`src/rtl/dwdg_consts.svh`:
```
`ifndef DWDG_CONSTS_SVH
`define DWDG_CONSTS_SVH

// I/O addresses
`define DW_ADR_UNITS 16'h0565
`define DW_ADR_COUNT 16'h0566
`define DW_ADR_CFG 16'h0567
`define DW_ADR_CTRL 16'h0568
`define DW_ADR_FEN 16'h118E
`define DW_ADR_KICK 16'h11B8

// Field positions
`define DW_FEN_DIS_BIT 6
`define DW_KICK_BIT 6
`define DW_LAMP_BIT 7
`define DW_UNITS_SEC_BIT 7
`define DW_CFG_KBD_BIT 1
`define DW_CFG_MOUSE_BIT 2
`define DW_CTRL_DONE_BIT 0
`define DW_CTRL_FORCE_BIT 2
`define DW_CTRL_KEY_BIT 3

// Reset values and control write mask
`define DW_FEN_RST 8'h40
`define DW_ZERO8 8'h00
`define DW_CTRL_KEEP 8'h08

// Timing
`define DW_CLK_HZ 10000000
`define DW_FIXED_TIMEOUT_MS 1600
`define DW_SECOND_MS 1000
`define DW_SEC_PER_MIN 6'h3B
`endif

```
`src/rtl/dwdg_pkg.sv`:
```
package dwdg_pkg;
	// Programmable dog states
	typedef enum logic [1:0] {
		DWDG_IDLE = 2'b00,
		DWDG_RUN = 2'b01,
		DWDG_DONE = 2'b10
	} dwdg_state_t;
endpackage

```
`src/rtl/dwdg_top.sv`:
```
`timescale 1ns/1ps
`include "dwdg_consts.svh"
module dwdg_top import dwdg_pkg::*; #(
	parameter int P_FIXED_CYC = `DW_FIXED_TIMEOUT_MS * (`DW_CLK_HZ / 1000),
	parameter int P_SEC_CYC = `DW_SECOND_MS * (`DW_CLK_HZ / 1000)
) (
	// Clock, reset, enable
	input wire logic i_sys_clk,
	input wire logic i_rst_b,
	input wire logic i_clk_en,
	// Host I/O port
	input wire logic [15:0] i_io_addr,
	input wire logic i_io_wr,
	input wire logic i_io_rd,
	input wire logic [7:0] i_io_wdata,
	output logic [7:0] o_io_rdata,
	// Input events
	input wire logic i_kbd_irq,
	input wire logic i_mouse_irq,
	input wire logic i_key_press,
	// Outputs
	output logic o_second_user_lamp,
	output logic o_wdog_trigger
);

	// Address match used by write and read decode
	function automatic logic hit(input logic [15:0] a, input logic [15:0] r);
		hit = (a == r);
	endfunction

	logic [7:0] fen_q;
	logic [7:0] kick_q;
	logic [7:0] units_q;
	logic [7:0] count_q;
	logic [7:0] cfg_q;
	logic [7:0] ctrl_q;
	logic [23:0] fcnt_q;
	logic [23:0] sec_q;
	logic [5:0] min_q;
	logic [7:0] remain_q;
	dwdg_state_t state_q;
	logic wr_fen;
	logic wr_kick;
	logic wr_units;
	logic wr_count;
	logic wr_cfg;
	logic wr_ctrl;
	logic kick_toggle;
	logic fixed_exp;
	logic sec_tick;
	logic unit_tick;
	logic prog_restart;
	logic prog_force;
	logic prog_exp;

	// Write strobes, all gated by the clock enable
	assign wr_fen = i_clk_en && i_io_wr && hit(i_io_addr, `DW_ADR_FEN);
	assign wr_kick = i_clk_en && i_io_wr && hit(i_io_addr, `DW_ADR_KICK);
	assign wr_units = i_clk_en && i_io_wr && hit(i_io_addr, `DW_ADR_UNITS);
	assign wr_count = i_clk_en && i_io_wr && hit(i_io_addr, `DW_ADR_COUNT);
	assign wr_cfg = i_clk_en && i_io_wr && hit(i_io_addr, `DW_ADR_CFG);
	assign wr_ctrl = i_clk_en && i_io_wr && hit(i_io_addr, `DW_ADR_CTRL);

	// Fixed dog enable register; reserved bits stored as written
	always_ff @(posedge i_sys_clk) begin
		if (!i_rst_b) begin
			fen_q <= `DW_FEN_RST;
		end else if (wr_fen) begin
			fen_q <= i_io_wdata;
		end
	end

	// Kick and lamp register
	always_ff @(posedge i_sys_clk) begin
		if (!i_rst_b) begin
			kick_q <= `DW_ZERO8;
		end else if (wr_kick) begin
			kick_q <= i_io_wdata;
		end
	end

	// Lamp driven straight from its stored bit
	assign o_second_user_lamp = kick_q[`DW_LAMP_BIT];

	// A toggle, not a level, services the dog; rewriting the same value does nothing
	assign kick_toggle = wr_kick && (i_io_wdata[`DW_KICK_BIT] != kick_q[`DW_KICK_BIT]);

	// Expiry on the last cycle of the fixed period
	assign fixed_exp = i_clk_en && !fen_q[`DW_FEN_DIS_BIT] && !kick_toggle
		&& (fcnt_q == 24'(P_FIXED_CYC - 1));

	// Fixed period counter; held at zero while disabled so enabling starts a full period
	always_ff @(posedge i_sys_clk) begin
		if (!i_rst_b) begin
			fcnt_q <= '0;
		end else if (i_clk_en) begin
			if (fen_q[`DW_FEN_DIS_BIT] || kick_toggle) begin
				fcnt_q <= '0;
			end else if (fixed_exp) begin
				fcnt_q <= '0;
			end else begin
				fcnt_q <= fcnt_q + 24'h000001;
			end
		end
	end

	// Units register; reserved bits kept for readback
	always_ff @(posedge i_sys_clk) begin
		if (!i_rst_b) begin
			units_q <= `DW_ZERO8;
		end else if (wr_units) begin
			units_q <= i_io_wdata;
		end
	end

	// Count register holds the reload value
	always_ff @(posedge i_sys_clk) begin
		if (!i_rst_b) begin
			count_q <= `DW_ZERO8;
		end else if (wr_count) begin
			count_q <= i_io_wdata;
		end
	end

	// Restart source configuration
	always_ff @(posedge i_sys_clk) begin
		if (!i_rst_b) begin
			cfg_q <= `DW_ZERO8;
		end else if (wr_cfg) begin
			cfg_q <= i_io_wdata;
		end
	end

	// Control: only the keypress enable is stored; force is a write-only action
	always_ff @(posedge i_sys_clk) begin
		if (!i_rst_b) begin
			ctrl_q <= `DW_ZERO8;
		end else if (wr_ctrl) begin
			ctrl_q <= i_io_wdata & `DW_CTRL_KEEP;
		end
	end

	// Restart and forced-end causes
	assign prog_restart = i_clk_en && (
		(cfg_q[`DW_CFG_KBD_BIT] && i_kbd_irq) ||
		(cfg_q[`DW_CFG_MOUSE_BIT] && i_mouse_irq));
	assign prog_force = (wr_ctrl && i_io_wdata[`DW_CTRL_FORCE_BIT]) ||
		(i_clk_en && ctrl_q[`DW_CTRL_KEY_BIT] && i_key_press);

	// Second prescaler runs only while counting, restarted on every reload
	assign sec_tick = i_clk_en && (sec_q == 24'(P_SEC_CYC - 1));
	always_ff @(posedge i_sys_clk) begin
		if (!i_rst_b) begin
			sec_q <= '0;
		end else if (i_clk_en) begin
			if (state_q != DWDG_RUN || wr_count || prog_restart || sec_tick) begin
				sec_q <= '0;
			end else begin
				sec_q <= sec_q + 24'h000001;
			end
		end
	end

	// Minute divider counts seconds; units may change mid-count without reload
	assign unit_tick = sec_tick && (units_q[`DW_UNITS_SEC_BIT] || min_q == `DW_SEC_PER_MIN);
	always_ff @(posedge i_sys_clk) begin
		if (!i_rst_b) begin
			min_q <= '0;
		end else if (i_clk_en) begin
			if (state_q != DWDG_RUN || wr_count || prog_restart || unit_tick) begin
				min_q <= '0;
			end else if (sec_tick) begin
				min_q <= min_q + 6'h01;
			end
		end
	end

	// Natural expiry on the last unit
	assign prog_exp = (state_q == DWDG_RUN) && unit_tick && (remain_q == 8'h01)
		&& !wr_count && !prog_force && !prog_restart;

	// Programmable dog state; a register write outranks events, a service beats expiry
	always_ff @(posedge i_sys_clk) begin
		if (!i_rst_b) begin
			state_q <= DWDG_IDLE;
			remain_q <= `DW_ZERO8;
		end else if (i_clk_en) begin
			case (state_q)
				DWDG_IDLE: begin
					if (wr_count && i_io_wdata != `DW_ZERO8) begin
						state_q <= DWDG_RUN;
						remain_q <= i_io_wdata;
					end
				end
				DWDG_RUN: begin
					if (wr_count) begin
						if (i_io_wdata == `DW_ZERO8) begin
							state_q <= DWDG_IDLE;
						end
						remain_q <= i_io_wdata;
					end else if (prog_force) begin
						state_q <= DWDG_DONE;
						remain_q <= `DW_ZERO8;
					end else if (prog_restart) begin
						remain_q <= count_q;
					end else if (prog_exp) begin
						state_q <= DWDG_DONE;
						remain_q <= `DW_ZERO8;
					end else if (unit_tick) begin
						remain_q <= remain_q - 8'h01;
					end
				end
				DWDG_DONE: begin
					if (wr_count && i_io_wdata != `DW_ZERO8) begin
						state_q <= DWDG_RUN;
						remain_q <= i_io_wdata;
					end else if (wr_count) begin
						state_q <= DWDG_IDLE;
					end
				end
				default: begin
					state_q <= DWDG_IDLE;
				end
			endcase
		end
	end

	// Shared trigger pulse, one enabled cycle (held while i_clk_en is low), on expiry of either dog or a forced end; coincident causes give one pulse
	always_ff @(posedge i_sys_clk) begin
		if (!i_rst_b) begin
			o_wdog_trigger <= 1'b0;
		end else if (i_clk_en) begin
			o_wdog_trigger <= fixed_exp || prog_exp ||
				(state_q == DWDG_RUN && !wr_count && prog_force);
		end
	end

	// Read data registered; unmapped addresses read zero
	always_ff @(posedge i_sys_clk) begin
		if (!i_rst_b) begin
			o_io_rdata <= `DW_ZERO8;
		end else if (i_clk_en && i_io_rd) begin
			if (hit(i_io_addr, `DW_ADR_FEN)) begin
				o_io_rdata <= fen_q;
			end else if (hit(i_io_addr, `DW_ADR_KICK)) begin
				o_io_rdata <= kick_q;
			end else if (hit(i_io_addr, `DW_ADR_UNITS)) begin
				o_io_rdata <= units_q;
			end else if (hit(i_io_addr, `DW_ADR_COUNT)) begin
				o_io_rdata <= count_q;
			end else if (hit(i_io_addr, `DW_ADR_CFG)) begin
				o_io_rdata <= cfg_q;
			end else if (hit(i_io_addr, `DW_ADR_CTRL)) begin
				o_io_rdata <= ctrl_q | {7'h00, state_q == DWDG_DONE};
			end else begin
				o_io_rdata <= `DW_ZERO8;
			end
		end
	end
endmodule // dwdg_top

```
`config.mk`:
```
export PLATFORM = sky130hd
export DESIGN_NAME = dwdg_top
export DESIGN_NICKNAME = d
export VERILOG_FILES = /design/src/rtl/dwdg_pkg.sv /design/src/rtl/dwdg_top.sv
export VERILOG_INCLUDE_DIRS = /design/src /design/src/rtl
export SDC_FILE = /design/constraint.sdc
export NUM_CORES = 1
export LEC_CHECK = 0
export BUFFER_PORTS_ARGS = -buffer_cell sky130_fd_sc_hd__buf_2
export CAP_MARGIN = 20
export CORE_MARGIN = 1
export CORE_UTILIZATION = 40
export DETAILED_ROUTE_END_ITERATION = 8
export GPL_TIMING_DRIVEN = 0
export PLACE_DENSITY = 0.65
export RECOVER_POWER = 50
export SETUP_SLACK_MARGIN = 0.1
export SYNTH_ARGS = -nofsm -noshare
export SYNTH_HDL_FRONTEND = slang
export SYNTH_SLANG_ARGS = --single-unit
```
`constraint.sdc`:
```
create_clock -name i_sys_clk -period 5.1 [get_ports i_sys_clk]
set_input_delay 0.765 -clock i_sys_clk [delete_from_list [all_inputs] [get_ports i_sys_clk]]
set_output_delay 0.765 -clock i_sys_clk [all_outputs]
set_load 0.03 [all_outputs]
```
# After elaboration in Yosys (flattened, before gate mapping)
# Cells that the tools add are included.
dict set report word_totals {
  register_bits 114
  inputBits 32
  output_inout_bits 10
  word_cells 118
}
dict set report op_classes {
  add_sub_neg 4
  eq_ne 21
  mux 27
  n_bitwise 1
  reduce_logical 52
}
# operator n
set op_table {}
lappend op_table {{$mux W8} 11}
lappend op_table {{$mux W24} 3}
lappend op_table {{$eq A16 B11 Y1 const B} 4}
lappend op_table {{$add A24 B1 Y24 const B} 2}
lappend op_table {{$eq A24 B24 Y1 const B} 2}
lappend op_table {{$eq A16 B13 Y1 const B} 2}
lappend op_table {{$logic_and A1 B1 Y1} 28}
lappend op_table {{$mux W2} 8}
lappend op_table {{$pmux W8 S2} 1}
lappend op_table {{$mux W6} 2}
lappend op_table {{$logic_or A1 B1 Y1} 10}
lappend op_table {{$eq A8 B1 Y1 const B} 1}
lappend op_table {{$logic_not A8 Y1} 1}
lappend op_table {{$ne A4 B4 Y1 const B} 2}
lappend op_table {{$reduce_bool A8 Y1} 1}
lappend op_table {{$sub A8 B1 Y8 const B} 1}
lappend op_table {{$add A6 B1 Y6 const B} 1}
lappend op_table {{$eq A6 B6 Y1 const B} 1}
lappend op_table {{$ne A3 B3 Y1 const B} 2}
lappend op_table {{$ne A6 B6 Y1 const B} 1}
lappend op_table {{$pmux W2 S3} 1}
lappend op_table {{$reduce_and A6 Y1} 1}
lappend op_table {{$logic_not A1 Y1} 5}
lappend op_table {{$mux W4} 1}
lappend op_table {{other kinds (11)} 13}

# Depth between registers and ports, before layout
dict set report logic_depth {
  depth_word 13
  ltp_mapped 8
  depth_no_buf 7
}

# Worst setup path before layout
# OpenSTA, ideal clock, no wires.
dict set report synth_path {
  path_type {in2reg}
  start {input port i_io_wdata[2]}
  end {register remain_q[4]}
  setup_ns 0.133
  arrival_ns 2.346
  path_slack_ns 2.621
  path_stages 7
  path_buffers 1
  path_cell_list {clkbuf_1 nand4bb_1 a211o_1 o21ai_0 a211oi_4 a222oi_1 o221ai_1}
}
dict set report synth_between {
  elab_chain_cells 10
  word_cells_on_any_way 15
  classes_between {eq/ne: 2; mux: 5; reduce/logical: 8}
}
# item line_no
set synth_lines {}
lappend synth_lines {{start: declaration} dwdg_top.sv:15} ;# input wire logic [7:0] i_io_wdata,
lappend synth_lines {{$logic_and A1 B1 Y1} dwdg_top.sv:147} ;# assign prog_force = (wr_ctrl && i_io_wdata[`DW_CTRL_FORCE_BIT]) ||
lappend synth_lines {{$logic_or A1 B1 Y1} dwdg_top.sv:147}
lappend synth_lines {{$logic_not A1 Y1} dwdg_top.sv:180} ;# && !wr_count && !prog_force && !prog_restart;
lappend synth_lines {{$logic_and A1 B1 Y1 (2 in a row)} dwdg_top.sv:180}
lappend synth_lines {{$mux W8} dwdg_top.sv:206} ;# end else if (prog_exp) begin
lappend synth_lines {{$mux W8} dwdg_top.sv:204} ;# end else if (prog_restart) begin
lappend synth_lines {{$mux W8} dwdg_top.sv:201} ;# end else if (prog_force) begin
lappend synth_lines {{$mux W8} dwdg_top.sv:196} ;# if (wr_count) begin
lappend synth_lines {{$pmux W8 S2} dwdg_top.sv:188} ;# case (state_q)
lappend synth_lines {{end signal: assignment} dwdg_top.sv:200} ;# remain_q <= i_io_wdata;
lappend synth_lines {{end signal: assignment} dwdg_top.sv:203} ;# remain_q <= `DW_ZERO8;
lappend synth_lines {{end signal: assignment} dwdg_top.sv:205} ;# remain_q <= count_q;
lappend synth_lines {{end: declaration} dwdg_top.sv:40} ;# logic [7:0] remain_q;
# Several ways; a longest one is shown, not always the timed one.
# A chain may end at the register's enable or synchronous reset.

# Final worst setup path
dict set report layout_path {
  start {input port i_io_addr[11]}
  end {register sec_q[17]}
}
dict set report layout_between {
  elab_chain_cells 6
}
# item line_no
set layout_lines {}
lappend layout_lines {{start: declaration} dwdg_top.sv:12} ;# input wire logic [15:0] i_io_addr,
lappend layout_lines {{$eq A16 B11 Y1} dwdg_top.sv:28} ;# hit = (a == r);
lappend layout_lines {{$logic_and A1 B1 Y1} dwdg_top.sv:60} ;# assign wr_count = i_clk_en && i_io_wr && hit(i_io_addr, `DW_ADR_COUNT);
lappend layout_lines {{$logic_or A1 B1 Y1 (3 in a row)} dwdg_top.sv:156} ;# if (state_q != DWDG_RUN || wr_count || prog_restart || sec_tick) begin
lappend layout_lines {{$mux W24} dwdg_top.sv:156}
lappend layout_lines {{end signal: assignment} dwdg_top.sv:159} ;# sec_q <= sec_q + 24'h000001;
lappend layout_lines {{end: declaration} dwdg_top.sv:38} ;# logic [23:0] sec_q;
# Every way passes these cells.

==> flow_metrics.tcl <==
set metrics [dict create \
    status "finished clean" \
    start_kind "input pin" \
    synth_top_family_by_area "simple AND/OR/NAND/NOR gates" \
    synth_fp_nets 723 \
    die_h_um 124 \
    fin_nets 781 \
    cts_tree "built" \
    grt_max_degree 17 \
    hold_depth 2 \
    drtIter0Drc 323 \
    cts.clk_slew.worst_paths_ns 0.06 \
    hp-class "flip-flop to flip-flop" \
    h-tree-depth 4 \
    p_leak_nw 2.30 \
    required_ns 5.41 \
    synth_enable_flop_cells 0 \
    synthSimpleGateAreaFrac 0.293 \
    power_frac_clock 0.568 \
    arrival_ns 3.77 \
    finalCritPeriodShare 0.679 \
    cpPeakStageDelay_ns 0.78 \
    grt_pass1_vias 5253 \
    endpoint_kind "flip-flop" \
    rr_worst_depth 7 \
    yosysSeqAreaShare 0.385 \
    synth.distinct_cells 67 \
    numCtsBuffers 17 \
    cap_violations 0 \
    die_w_um 124 \
    wl_mm 15.7 \
    cp_num_buf_inv 2 \
    layout_commonest_cell "dfxtp_1" \
    grt-ovfl-total 0 \
    vdd_drop_max_mv 0.235 \
    grt_pass1_wl_mm 25.9 \
    async_flop_share 0 \
    pin_count 42 \
    worst_slack_ns 1.64 \
    core_mm2 0.0145 \
    grt.total_usage 0.223 \
    path_max_fanout 10 \
    slew_viol_final 0 \
    synth-seq-cells 114 \
    cts_buffer_depth 2 \
    avgSynthCellArea_um2 8.64 \
    crit_family "simple AND/OR/NAND/NOR gates" \
    post-dp-hpwl_mm 11.4 \
    initial_core_util 0.409 \
    port_buffers 39 \
    ys.flop_type "dfxtp_1" \
    final_hold_viol_count 0 \
    diodes 0 \
    clock-root-buffer "clkbuf_16" \
    post_cts_buffers 0 \
    synth-compound-area-share 0.170 \
    muxShareOfSynthArea 0.0574 \
    synthToLayoutAreaGrowth_pct 17.0 \
    power.density_mw_per_mm2 325 \
    tightest_slew_ns 1.13 \
    yosys_warnings 0 \
    fp-row-count 44 \
    synth_xor_area_frac 0.0517 \
    synth-adder-area-share 0.0106 \
    power.internal_mw 1.76 \
    crit_chain "buf_2 > nor4b_1 > nand4_1 > o21ai_0 > o21ai_0 > nand2_1 > buf_2 > nor2_1" \
    min_period_ns 3.46 \
    cts_hold_buf 0 \
    switching_share 0.218 \
    pwr-share-seq 0.396 \
    setup_viol 0 \
    antenna_found_initial 0 \
    vias 5386 \
    path_depth 8 \
    dr.pass1.iters 7 \
    via_per_inst 5.72 \
    drc_errors 0 \
    pwr-share-comb 0.036 \
    clkSinkCount 114 \
    power.switching_uw 492 \
    slew_headroom 0.240 \
    die-area_mm2 0.0153 \
    max_clock_freq_mhz 289 \
    layout_common_cells "dfxtp_1 (114), nand2_1 (80), nor2_1 (58)" \
    wire_per_inst_um 16.7 \
    place_congestion 0.856 \
    rsz0062_at_grt "false" \
    hold_ws_ns 0.468 \
    ant_nets 0 \
    fin_setup_tns_ns 0 \
    final.setup_skew_ns 0.00762 \
    layout-drive-gt1-share 0.102 \
    insertion_delay_ns 0.43 \
    post_cts_resized 0 \
    syn-cell-area_mm2 0.00593 \
    cp_slowest_cell "o21ai_0" \
    place_ws_ns 2.06 \
    syn_inst 686 \
    crit_type "input pin to flip-flop" \
]
[worst reg2reg max path: stages, from the launching register on]
cell,delay [ns]
dfxtp_1,0.39
ha_1,0.22
nand3_1,0.18
nor4_1,1.00
nand3b_1,0.30
nand3_1,0.41
buf_2,0.31
o21ai_0,0.15
[synth_stat cells, types with 4 or more instances]
| cell | instances | area [um2] |
|---|---|---|
| a211o_1 | 10 | 87.6 |
| a21boi_0 | 15 | 113 |
| a21oi_1 | 9 | 45.0 |
| a221oi_1 | 6 | 52.6 |
| a222oi_1 | 4 | 40.0 |
| a22o_1 | 11 | 96.3 |
| a31oi_1 | 7 | 43.8 |
| and2_1 | 10 | 62.6 |
| and3_1 | 6 | 37.5 |
| and4_1 | 9 | 78.8 |
| buf_2 | 10 | 50.1 |
| clkbuf_1 | 23 | 86.3 |
| dfxtp_1 | 114 | 2280 |
| ha_1 | 5 | 62.6 |
| inv_1 | 10 | 37.5 |
| mux2i_1 | 34 | 340 |
| nand2_1 | 80 | 300 |
| nand2b_1 | 5 | 31.3 |
| nand3_1 | 36 | 180 |
| nand3b_1 | 4 | 30.0 |
| nand4_1 | 16 | 100 |
| nor2_1 | 55 | 206 |
| nor2_2 | 4 | 25.0 |
| nor2b_1 | 44 | 275 |
| nor3_1 | 12 | 60.1 |
| nor4b_1 | 4 | 35.0 |
| o211ai_1 | 7 | 52.6 |
| o21ai_0 | 26 | 130 |
| o311ai_0 | 6 | 52.6 |
| o31ai_1 | 4 | 30.0 |
| or4_1 | 7 | 52.6 |
| xnor2_1 | 11 | 96.3 |
| xor2_1 | 24 | 210 |
[power groups by stage]
stage / Combinational (mW) / Sequential [mW] / Clock [mW]
after floorplan: 0.0423 / 0.911 / 0
after global placement: 0.0799 / 0.912 / 0
after detailed placement: 0.0816 / 0.912 / 0
after CTS: 0.0819 / 0.892 / 1.29
after global routing: 0.0864 / 0.892 / 1.34
final: 0.0804 / 0.893 / 1.28
[registers in the layout, summed over array words and instances, names as in the netlist]
name,cells
kick_q,8
remain_q,8
cfg_q,8
min_q,6
count_q,8
fen_q,8
units_q,8
fcnt_q,24
state_q,2
o_io_rdata,8
ctrl_q,1
sec_q,24
o_wdog_trigger,1
[layout make-up]
type	count	area, um2
inverters	10	37.5
repair buffers	39	181
flip-flops and latches	114	2280
plain buffers	37	151
well taps	184	230
clock inverters	12	181
fillers	1407	7550
multi-input cells	525	3410
clock buffers	20	457
[kinds of logic (layout without fill, tap and decap cells)]
| kind of cell | Yosys count | after routing |
|---|---|---|
| XOR/XNOR | 35 | 35 |
| AND/OR/NAND/NOR | 317 | 317 |
| adder cells (fa/ha/maj) | 5 | 5 |
| flip-flops | 114 | 114 |
| multiplexers | 34 | 34 |
| AO/OA/AOI/OAI | 134 | 134 |
| buffers and inverters | 47 | 118 |
[metal layers]
metal / track usage / vias up / wire, um
li1: - / 2619 / -
met1: 0.273 / 2596 / 7060
met2: 0.371 / 144 / 7590
met3: 0.0462 / 27 / 716
met4: 0.107 / 0 / 377
met5: 0 / - / 0
[worst paths after layout]
check / start / slack [ns] / to
min reg2reg: remain_q[6] / 0.47 / remain_q[6]
max: i_io_addr[11] / 1.64 / sec_q[17]
max reg2reg: fcnt_q[0] / 2.01 / fcnt_q[17]
min: remain_q[6] / 0.47 / remain_q[6]
[stage by stage]
stage | util | cells | instance area [um2] | power [mW]
global placement | 0.439 | 909 | 6350 | 0.992
finish | 0.479 | 941 | 6930 | 2.25
CTS | 0.483 | 941 | 6990 | 2.27
global route | 0.479 | 941 | 6930 | 2.32
detailed placement | 0.439 | 909 | 6350 | 0.993
floorplan | - | 686 | 5930 | 0.954
Note: power is estimated with default switching activity, not from simulation.
